File: src/mas_consts.svh
/*
 * offsets, field positions, reset values and counts of the monitor converter sequencer.
 * assumes it is included by bare name from the package and the testbench.
 */
`ifndef MAS_CONSTS_SVH
`define MAS_CONSTS_SVH

// register offsets on the register port
`define MAS_OFF_RES_HI      8'h07
`define MAS_OFF_RES_LO      8'h08
`define MAS_OFF_CTRL        8'h09
`define MAS_OFF_CHAN        8'h0A
`define MAS_OFF_ILIM        8'h10

// control register fields
`define MAS_CTRL_EN_BIT     7
`define MAS_CTRL_ONESHOT    6
`define MAS_CTRL_POLL       5
`define MAS_CTRL_BUFDIS     4

// channel select and status register fields
`define MAS_CHAN_CONV_LSB   0
`define MAS_CHAN_READ_LSB   3
`define MAS_CHAN_READY_BIT  6

// reset values
`define MAS_RST_CTRL        8'h00
`define MAS_RST_CHAN        8'h00
`define MAS_RST_ILIM        8'h00

// converter figures
`define MAS_NUM_CH          7
`define MAS_RES_W           12
`define MAS_CONV_CYCLES     4096
`define MAS_CNT_W           13
`define MAS_LAST_CH         3'h6
`define MAS_ALL_SEEN        7'h7F

`endif

File: src/mas_pkg.sv
/*
 * types of the monitor converter sequencer.
 * assumes mas_consts.svh is on the include path.
 */
`default_nettype none
package mas_pkg;
`include "mas_consts.svh"

	// sequencer phase
	typedef enum logic [0:0] {
		MAS_IDLE,
		MAS_CONVERT
	} mas_phase_t;

	// complete state of the sequencer top
	typedef struct packed {
		mas_phase_t                 phase;
		logic                       en;
		logic                       one_shot;
		logic                       poll_all_select;
		logic                       buffer_disable;
		logic [2:0]                 convert_channel_sel;
		logic [2:0]                 readback_channel_sel;
		logic                       ready;
		logic                       irq_n;
		logic                       run_poll;
		logic [`MAS_NUM_CH-1:0]     seen;
		logic [2:0]                 cur_ch;
		logic [`MAS_CNT_W-1:0]      cnt;
		logic [`MAS_CNT_W-1:0]      ones;
		logic [7:0]                 ilim;
		logic [7:0]                 rdata;
		logic                       rvalid;
		logic                       wr_en;
		logic [2:0]                 wr_addr;
		logic [`MAS_RES_W-1:0]      wr_data;
	} mas_state_t;
endpackage
`default_nettype wire

File: src/mas_res_if.sv
/*
 * carrier between the sequencer and its result store.
 * assumes both ends run on the same clock.
 */
`timescale 1ns/10ps
`default_nettype none
interface mas_res_if #(
	parameter int RES_W = 12
);
	logic             wr_en;
	logic [2:0]       wr_addr;
	logic [RES_W-1:0] wr_data;
	logic [2:0]       rd_addr;
	logic [RES_W-1:0] rd_data;

	// sequencer side
	modport ctrl (output wr_en, output wr_addr, output wr_data, output rd_addr, input rd_data);
	// store side
	modport mem (input wr_en, input wr_addr, input wr_data, input rd_addr, output rd_data);
endinterface
`default_nettype wire

File: src/mas_result_mem.sv
/*
 * per-channel result store, one word per channel, registered read data.
 * assumes addresses below NUM_CH; writes and reads on one clock.
 */
`timescale 1ns/10ps
`default_nettype none
module mas_result_mem #(
	parameter int NUM_CH = 7,
	parameter int RES_W  = 12
) (
	// clock and reset
	input  wire logic clock,
	input  wire logic reset_n,
	// store port
	mas_res_if.mem    res
);
	typedef struct packed {
		logic [NUM_CH-1:0][RES_W-1:0] word;
		logic [RES_W-1:0]             rd_data;
	} mas_mem_t;

	mas_mem_t s;
	mas_mem_t next_s;

	// write one word, pick the readback word
	always_comb begin
		next_s = s;
		if (res.wr_en && (32'(res.wr_addr) < NUM_CH)) begin
			next_s.word[res.wr_addr] = res.wr_data;
		end
		if (32'(res.rd_addr) < NUM_CH) begin
			next_s.rd_data = s.word[res.rd_addr];
		end else begin
			next_s.rd_data = '0;
		end
	end

	// state register
	always_ff @(posedge clock or negedge reset_n) begin
		if (!reset_n) begin
			s <= '0;
		end else begin
			s <= next_s;
		end
	end

	assign res.rd_data = s.rd_data;
endmodule // mas_result_mem
`default_nettype wire

File: src/mas_sequencer.sv
/*
 * monitor converter sequencer: register map, single-shot and polling control,
 * decimation of the converter bitstream and the active-low host interrupt.
 * assumes a register port driven by the serial host engine on the same clock,
 * and a modulator bitstream on the same clock as the design.
 */
// Function
// - one shared converter yields every result at twelve bits.
// - input selector picks one of seven inputs by a three-bit field.
// - one result word per channel, one shown through a readback selector.
// - a single enable bit in the control register at 0x09 runs the converter.
// - in single-shot mode, writing enable starts one conversion of only the selected channel.
// - single-shot completion sets ready, pulls interrupt low, clears enable.
// - result bits 11:4 sit in 0x07, bits 3:0 in 0x08.
// - interrupt low and ready held until the result is read; read releases.
// - polling steps through all channels, overwriting each result continuously.
// - polling sets ready only after every channel was converted once.
// - polling never asserts the interrupt; ready is the only indication.
// - channel codes: output current, output voltage, input voltage, ... pin.
`timescale 1ns/10ps
`default_nettype none
module mas_sequencer
	import mas_pkg::*;
#(
	parameter int CONV_CYCLES = `MAS_CONV_CYCLES
) (
	// clock and reset
	input  wire logic       clock,
	input  wire logic       reset_n,
	// register port from the serial host engine
	input  wire logic [7:0] reg_addr,
	input  wire logic       reg_wr,
	input  wire logic [7:0] reg_wdata,
	input  wire logic       reg_rd,
	output var  logic [7:0] reg_rdata,
	output var  logic       reg_rvalid,
	// converter front end
	input  wire logic       modulator_bit,
	output var  logic [2:0] convert_mux_sel,
	// host interrupt and limit setting
	output var  logic       host_interrupt_n,
	output var  logic [7:0] input_current_limit_setting
);
	mas_state_t s;
	mas_state_t next_s;
	mas_res_if #(.RES_W(`MAS_RES_W)) res ();

	// saturate the ones count to the twelve-bit result
	function automatic logic [`MAS_RES_W-1:0] sat_result(input logic [`MAS_CNT_W-1:0] ones);
		sat_result = ones[`MAS_CNT_W-1] ? {`MAS_RES_W{1'b1}} : ones[`MAS_RES_W-1:0];
	endfunction

	// next polled channel, wrapping after the last
	function automatic logic [2:0] step_ch(input logic [2:0] ch);
		step_ch = (ch == `MAS_LAST_CH) ? 3'h0 : ch + 3'h1;
	endfunction

	// only the two documented mode settings are valid
	function automatic logic mode_ok(input logic one_shot, input logic poll, input logic bufdis);
		mode_ok = !bufdis && (one_shot != poll);
	endfunction

	wire logic wr_ctrl    = reg_wr && (reg_addr == `MAS_OFF_CTRL);
	wire logic wr_chan    = reg_wr && (reg_addr == `MAS_OFF_CHAN);
	wire logic rd_result  = reg_rd && ((reg_addr == `MAS_OFF_RES_HI) || (reg_addr == `MAS_OFF_RES_LO));
	wire logic conv_done  = (s.phase == MAS_CONVERT) && (s.cnt == `MAS_CNT_W'(CONV_CYCLES - 1));
	wire logic start_ok   = wr_ctrl && reg_wdata[`MAS_CTRL_EN_BIT]
		&& mode_ok(reg_wdata[`MAS_CTRL_ONESHOT], reg_wdata[`MAS_CTRL_POLL], reg_wdata[`MAS_CTRL_BUFDIS]);

	// sequencer, register map and decimator
	always_comb begin
		next_s        = s;
		next_s.wr_en  = 1'b0;
		next_s.rvalid = 1'b0;

		// reading the result releases a single-shot completion
		if (rd_result && !s.run_poll) begin
			next_s.ready = 1'b0;
			next_s.irq_n = 1'b1;
		end

		// register writes
		if (wr_chan) begin
			next_s.convert_channel_sel  = reg_wdata[`MAS_CHAN_CONV_LSB +: 3];
			next_s.readback_channel_sel = reg_wdata[`MAS_CHAN_READ_LSB +: 3];
		end
		if (reg_wr && (reg_addr == `MAS_OFF_ILIM)) begin
			next_s.ilim = reg_wdata;
		end
		if (wr_ctrl) begin
			next_s.en              = reg_wdata[`MAS_CTRL_EN_BIT];
			next_s.one_shot        = reg_wdata[`MAS_CTRL_ONESHOT];
			next_s.poll_all_select = reg_wdata[`MAS_CTRL_POLL];
			next_s.buffer_disable  = reg_wdata[`MAS_CTRL_BUFDIS];
			if (start_ok) begin
				// a new run restarts the decimator and the flags
				next_s.phase    = MAS_CONVERT;
				next_s.run_poll = reg_wdata[`MAS_CTRL_POLL];
				next_s.cur_ch   = reg_wdata[`MAS_CTRL_POLL] ? 3'h0 : s.convert_channel_sel;
				next_s.cnt      = '0;
				next_s.ones     = '0;
				next_s.seen     = '0;
				next_s.ready    = 1'b0;
				next_s.irq_n    = 1'b1;
			end else if (!reg_wdata[`MAS_CTRL_EN_BIT]) begin
				next_s.phase = MAS_IDLE; // disable aborts a run
			end
		end else begin
			case (s.phase)
				MAS_IDLE: begin
					next_s.cnt = '0;
				end
				MAS_CONVERT: begin
					// count modulator ones across the conversion window
					next_s.cnt  = s.cnt + `MAS_CNT_W'(1);
					next_s.ones = s.ones + `MAS_CNT_W'(modulator_bit);
					if (conv_done) begin
						next_s.wr_en   = 1'b1;
						next_s.wr_addr = s.cur_ch;
						next_s.wr_data = sat_result(next_s.ones);
						next_s.cnt     = '0;
						next_s.ones    = '0;
						if (s.run_poll) begin
							next_s.seen   = s.seen | (7'h01 << s.cur_ch);
							next_s.cur_ch = step_ch(s.cur_ch);
							if (next_s.seen == `MAS_ALL_SEEN) begin
								next_s.ready = 1'b1;
							end
						end else begin
							next_s.ready = 1'b1;
							next_s.irq_n = 1'b0;
							next_s.en    = 1'b0;
							next_s.phase = MAS_IDLE;
						end
					end
				end
				default: begin
					next_s.phase = MAS_IDLE;
				end
			endcase
		end

		// register reads, answered one cycle later
		if (reg_rd) begin
			next_s.rvalid = 1'b1;
			case (reg_addr)
				`MAS_OFF_RES_HI: next_s.rdata = res.rd_data[11:4];
				`MAS_OFF_RES_LO: next_s.rdata = {res.rd_data[3:0], 4'h0};
				`MAS_OFF_CTRL: next_s.rdata = {s.en, s.one_shot, s.poll_all_select, s.buffer_disable, 4'h0};
				`MAS_OFF_CHAN: next_s.rdata = {1'b0, s.ready, s.readback_channel_sel, s.convert_channel_sel};
				`MAS_OFF_ILIM: next_s.rdata = s.ilim;
				default: next_s.rdata = 8'h00;
			endcase
		end
	end

	// state register
	always_ff @(posedge clock or negedge reset_n) begin
		if (!reset_n) begin
			s                      <= '0;
			s.phase                <= MAS_IDLE;
			s.irq_n                <= 1'b1;
			s.ilim                 <= `MAS_RST_ILIM;
			s.convert_channel_sel  <= 3'(`MAS_RST_CHAN >> `MAS_CHAN_CONV_LSB);
			s.readback_channel_sel <= 3'(`MAS_RST_CHAN >> `MAS_CHAN_READ_LSB);
		end else begin
			s <= next_s;
		end
	end

	// result store and readback selector
	mas_result_mem #(
		.NUM_CH (`MAS_NUM_CH),
		.RES_W  (`MAS_RES_W)
	) u_mem (
		.clock   (clock),
		.reset_n (reset_n),
		.res     (res.mem)
	);

	// carrier and outputs, all from flops
	assign res.wr_en                   = s.wr_en;
	assign res.wr_addr                 = s.wr_addr;
	assign res.wr_data                 = s.wr_data;
	assign res.rd_addr                 = s.readback_channel_sel;
	assign reg_rdata                   = s.rdata;
	assign reg_rvalid                  = s.rvalid;
	assign convert_mux_sel             = s.cur_ch;
	assign host_interrupt_n            = s.irq_n;
	assign input_current_limit_setting = s.ilim;
endmodule // mas_sequencer
`default_nettype wire

File: config.mk
export PLATFORM = sky130hd
export DESIGN_NAME = mas_sequencer
export DESIGN_NICKNAME = d
export VERILOG_FILES = /design/src/mas_pkg.sv /design/src/mas_res_if.sv /design/src/mas_result_mem.sv /design/src/mas_sequencer.sv
export VERILOG_INCLUDE_DIRS = /design/src
export SDC_FILE = /design/constraint.sdc
export NUM_CORES = 1
export LEC_CHECK = 0
export BUFFER_PORTS_ARGS = -buffer_cell sky130_fd_sc_hd__buf_2
export CORE_AREA = 2 2 157 159
export DETAILED_ROUTE_END_ITERATION = 10
export DIE_AREA = 0 0 159 161
export PLACE_DENSITY = 0.56
export SLEW_MARGIN = 20
export SYNTH_ARGS = -nofsm -noshare
export SYNTH_HDL_FRONTEND = slang
export SYNTH_SLANG_ARGS = --single-unit
File: constraint.sdc
create_clock -name clock -period 4 [get_ports clock]
set_input_delay 0.2 -clock clock [delete_from_list [all_inputs] [get_ports clock]]
set_output_delay 0.2 -clock clock [all_outputs]
set_load 0.05 [all_outputs]
[Yosys cells after proc, flatten, opt, wreduce, memory -nomap -nowiden]
Index checks and enable logic that the tools add are counted.
Storage, ports and cells
  bits in registers: 179
Operators by class
  $lt $le $gt $ge: 5
  muxes and demuxes: 34
  add/sub/neg operators: 3
  bitwise logic cells: 3
  eq/ne operators: 12
  shift-type cells: 1
  reduce and logical (&&, ||, !) cells: 22
Operator list (number)
  84-bit bitwise mux: 1
  36-bit two-way mux: 2
  12-bit two-way mux: 4
  16-bit two-way mux: 3
  8-bit one-hot mux with 5 select lines: 1
  39-bit two-way mux: 1
  12-bit binary-select mux with 3-bit select: 1
  12-bit demux with 3-bit select: 1
  13-bit one-hot mux with 2 select lines: 1
  8-bit by 4-bit equality test with 1-bit output, second input constant: 3
  10-bit two-way mux: 2
  2-bit two-way mux: 8
  13-bit by 1-bit adder with 13-bit output: 1
  13-bit by 1-bit adder with 13-bit output, second input constant: 1
  13-bit by 12-bit equality test with 1-bit output, second input constant: 1
  13-bit two-way mux: 1
  1-bit logical AND: 11
  8-bit by 3-bit equality test with 1-bit output, second input constant: 1
  8-bit by 5-bit equality test with 1-bit output, second input constant: 1
  3-bit by 4-bit less-than comparator with 1-bit output, second input constant: 2
  7-bit equality test, second input constant: 1
  7-bit bitwise OR: 1
  1-bit by 3-bit << shifter with 7-bit output, first input constant: 1
  3-bit less-than comparator, second input constant: 2
  other kinds (15): 28

[Longest topological paths before layout]
  depth after elaboration: 10
  mapped depth: 10
  mapped depth without buffers: 7

[Modules after synthesis]
From an unflattened synthesis, not the netlist that was laid out.
Second synthesis, totals
  cells, all modules: 733
  area, all modules: 8509.4 um^2
Modules (own cells, without submodules)
  mas_result_mem: seq. area each 2402.3 um^2, times used 1, cells an instance 304, area each 4291.6 um^2
  mas_sequencer: seq. area each 2078.2 um^2, times used 1, cells an instance 429, area each 4217.8 um^2

[Worst setup path before layout]
Ideal clock, no wire load.
  path type: input to register
  from: input port reg_addr[1]
  to: register s (netlist bit convert_mux_sel[1])
  stages: 8
  path buffers: 3
  data arrival time: 2.093 ns
  path slack: 1.777 ns
  data required time: 3.870 ns
  library setup time: 0.130 ns
  path through: buf_6 > or3b_1 > buf_2 > or3_1 > buf_6 > or4b_4 > a22oi_2 > o22ai_1
Between the ends
  longest elaborated chain between the ends: 6
  elaborated cells on any way between the ends: 10
Ends and longest elaborated chain
  start: declaration: line mas_sequencer.sv:31  | input wire logic [7:0] reg_addr,
  8-bit by 4-bit equality test with 1-bit output (*)
  1-bit logical AND (*): line mas_sequencer.sv:63  | wire logic wr_ctrl = reg_wr && (reg_addr == `MAS_OFF_CTRL);
  1-bit logical AND (2 in series): line mas_sequencer.sv:67  | wire logic start_ok = wr_ctrl && reg_wdata[`MAS_CTRL_EN_BIT]
  2-bit by 1-bit != test with 1-bit output (no source line)
  4-bit AND reduction (no source line)
  end signal: assignment: line mas_sequencer.sv:167  | s <= next_s;
  end: declaration: line mas_sequencer.sv:44  | mas_state_t s;
Every way passes the cells marked *; elsewhere a longest branch is shown, timed or not.
A chain may end at the register's enable or synchronous reset.

[Worst setup path after layout]
  from: register s[46] (netlist name)
  to: register s[64] (netlist name)
Between the ends
  longest elaborated chain between the ends: 4
Ends and longest elaborated chain
  13-bit by 12-bit equality test with 1-bit output: line mas_sequencer.sv:66  | wire logic conv_done = (s.phase == MAS_CONVERT) && (s.cnt == `MAS_CNT_W'(CONV_CYCLES - 1));
  1-bit logical AND: line mas_sequencer.sv:66
  2-bit nonzero test (no source line)
  4-bit AND reduction (no source line)
No other way between the ends.

==> results by group <==
Yosys
  – Synth Flop Type: dfrtp_1
  – Post-Syn Area per Cell: 11.6 um2
  – Synth Instances: 718
  – Async S/R FF share, synth: 1.00
  – Ys Warns: 0
  – Synth Register Bits: 179
  – Distinct cells, synth: 55
  – Post-synth EDFFs: 0
  – Synthesized Nets: 743
  – Mapped cell area: 8300 um2
  – Sequential element share of the synthesized area: 0.540

Floorplan
  – Die area: 25600 um2
  – Initial Util: 0.346
  – IO Count: 42
  – Die W: 159 um
  – Core box area: 24000 um2
  – Row count: 57
  – Die H: 161 um

Power and ir drop
  – VDD IR-drop max: 0.307 mV
  – Power density cells: 403 nW/um2
  – Pleak: 4.31 nW
  – Overall power: 3.80 mW

Worst setup path
  – Crit-path leading delay family: simple AND/OR/NAND/NOR gates
  – FF-to-FF Start: s[46]$_DFFE_PN0P_
  – R2r setup slk: 1290 ps
  – Crit-path max cell delay: 600 ps
  – Setup CP Type: flip-flop to flip-flop
  – WP buf/inv: 2
  – Worst path arrival time: 3050 ps
  – Crit path capture type: flip-flop
  – Crit path cell chain: ha_1 -> nand4_1 -> nor4_1 -> buf_4 -> nand2_1 -> inv_1 -> nand3_1 -> o31ai_1
  – Worst endpoint required time: 4340 ps
  – Worst r2r path cells: 8
  – Crit Path Max Fanout: 21
  – CP max-delay cell: inv_1
  – Startpoint types: flip-flop
  – Worst r2r dst: s[64]$_DFFE_PN0P_

Routing
  – Final Routed Wirelength: 18.3 mm
  – First drt pass iteration count: 6
  – Drt drc: 0
  – Met3 WL post-DR: 569 um
  – DR vias: 5487
  – Antenna Violating Nets Remaining: 0
  – Routed wl met2: 8.61 mm
  – Metal1 wirelength: 8.77 mm
  – DR iter-0 viols: 285
  – Vias/cell: 5.10
  – Top sig layer: met4
  – Wire per inst: 17.1 um

STA
  – Least-Margin Pin Slew: 1090 ps
  – F_max: 369 MHz
  – Final min period: 2710 ps
  – Slew Limit Headroom: 0.275
  – Total negative slack: 0 ps
  – Slew Viols, Final: 0
  – Final worst slack: 1290 ps
  – Post-Route Skew: 9.37 ps
  – Hold Fails Final Rpt: 0
  – RSZ-0062 raised after global routing: no
  – Tcrit/Tclk final: 0.677
  – Final Setup Violations: 0

Outcome
  – Outcome: complete, no violations

Cells and area
  – P&R area growth vs syn: 13.4%
  – Net count, final: 764
  – Fillers: 2346
  – Commonest cells after routing, fill and taps aside: dfrtp_1, mux2_2, nand2_1
  – Finished Cell Area: 9410 um2
  – Share of layout cells above drive strength 1: 0.277
  – Commonest non-fill, non-tap cell in the layout: dfrtp_1
  – Diodes inserted: 0

GRT
  – First-pass GRT wire length: 30.2 mm
  – Largest net degree at the start of global routing: 102
  – GRT Total Usage: 0.150
  – Total grt overflow: 0
  – Vias in the first global route: 5438
  – Initial antenna violation count: 0

Clock network
  – CTS Root Cell: clkbuf_16
  – CTS sink cnt: 179
  – Clock latency on the worst-skew pair: 430 ps
  – CTS tree: done
  – CTS max path bufs: 2
  – Postcts setup bufs: 0
  – Clock Pin Slew Worst Setup and Hold Paths: 70 ps
  – H-tree depth: 4
  – Number of CTS-inserted buffers: 17

Min path
  – HP Start: reg_wdata[2]
  – Hold path endpoint: input_current_limit_setting[2]$_DFFE_PN0P_
  – Worst hold path class: input port to flip-flop
  – Hold path cells: 2

Placed design
  – HPWL after detailed placement: 11.9 mm
  – Pre-CTS setup slack: 1290 ps
  – PortBufs: 41
  – Global placement routability congestion: 0.762
  – DP Area: 8740 um2

Run
  – # Max-Cap Violations: 0
[state kept, by name (all words and copies together) (netlist names)]
name	count
host_interrupt_n	1
s	43
u_mem.res.rd_data	12
res.wr_en	1
res.wr_addr	3
res.wr_data	12
reg_rdata	8
u_mem.s	84
convert_mux_sel	3
reg_rvalid	1
res.rd_addr	3
input_current_limit_setting	8
[per-layer routing]
layer  GRT usage  vias to the layer above
met5           0                        -
met4      0.0554                        0
met3      0.0293                       19
met2       0.244                      101
met1       0.202                     2748
li1            -                     2619
[cell usage after synthesis, drive strengths merged (2+ instances only)]
master / instances / share of area
a22o: 3 / 0.0032
a22oi: 9 / 0.0087
and3b: 2 / 0.0021
buf: 32 / 0.026
nor2: 60 / 0.027
ha: 4 / 0.0060
a21oi: 49 / 0.030
mux2: 98 / 0.13
clkbuf: 23 / 0.011
a222oi: 3 / 0.0036
nor2b: 3 / 0.0023
inv: 12 / 0.0054
mux2i: 16 / 0.019
o211ai: 2 / 0.0018
or4: 2 / 0.0023
dfrtp: 178 / 0.54
nor3b: 3 / 0.0027
a41oi: 4 / 0.0042
nor3: 14 / 0.0084
and3: 3 / 0.0023
nor4: 5 / 0.0056
mux4: 12 / 0.033
o22ai: 3 / 0.0023
nand4b: 4 / 0.0042
nand3: 14 / 0.0084
o31ai: 6 / 0.0060
xor2: 7 / 0.0074
a31oi: 16 / 0.012
nand4: 4 / 0.0030
nand2b: 4 / 0.0030
a21o: 5 / 0.0045
nand2: 61 / 0.028
xnor2: 7 / 0.0074
o21ai: 31 / 0.019
or3: 7 / 0.0053
[worst max path at each step]
stage                      startpoint                              to  cells after the start
finish              s[46]$_DFFE_PN0P_               s[64]$_DFFE_PN0P_                      8
floorplan                 reg_addr[1]  convert_mux_sel[1]$_DFFE_PN0P_                      8
global placement          reg_addr[2]  convert_mux_sel[1]$_DFFE_PN0P_                      7
detailed placement        reg_addr[2]  convert_mux_sel[1]$_DFFE_PN0P_                      7
CTS                 s[46]$_DFFE_PN0P_               s[64]$_DFFE_PN0P_                      8
global route        s[46]$_DFFE_PN0P_               s[62]$_DFFE_PN0P_                      8
[layout make-up]
type	instances	area [um2]	share of cell area
clock buffer	18	439	0.0467
clock inverter	14	195	0.0207
inverter	12	45.0	0.00479
multi-input combinational	472	3490	0.371
sequential	179	4480	0.476
tap	324	405	0.0431
timing repair buffer	57	354	0.0376
[through the flow]
step                      hold WS, ps  utilization  cells
final                            14.1        0.393   1076
after global placement            396        0.365   1040
after CTS                        7.35        0.393   1076
after floorplan                 -95.6            -    718
after global routing             20.6        0.393   1076
after detailed placement          401        0.365   1040
[power breakdown]
group / leakage (nW) / internal, mW / switching (mW)
sequential: 2.47 / 1.83 / 0.0189
combinational: 1.54 / 0.0482 / 0.118
clock: 0.300 / 1.02 / 0.760
total: 4.31 / 2.90 / 0.896
[what timing repair did]
action,CTS,global route
hold buffers,4,0
resized for setup,0,0
hold endpoints to repair,103,0
[cell families after synthesis]
| family | Yosys count | synth area share |
|---|---|---|
| AND/OR/NAND/NOR | 191 | 0.110 |
| flip-flops | 179 | 0.540 |
| AO/OA/AOI/OAI | 137 | 0.103 |
| multiplexers | 126 | 0.185 |
| buffers and inverters | 67 | 0.0418 |
| XOR/XNOR | 14 | 0.0148 |
| adder cells (fa/ha/maj) | 4 | 0.00603 |
Power figures use the tool's default switching activity.
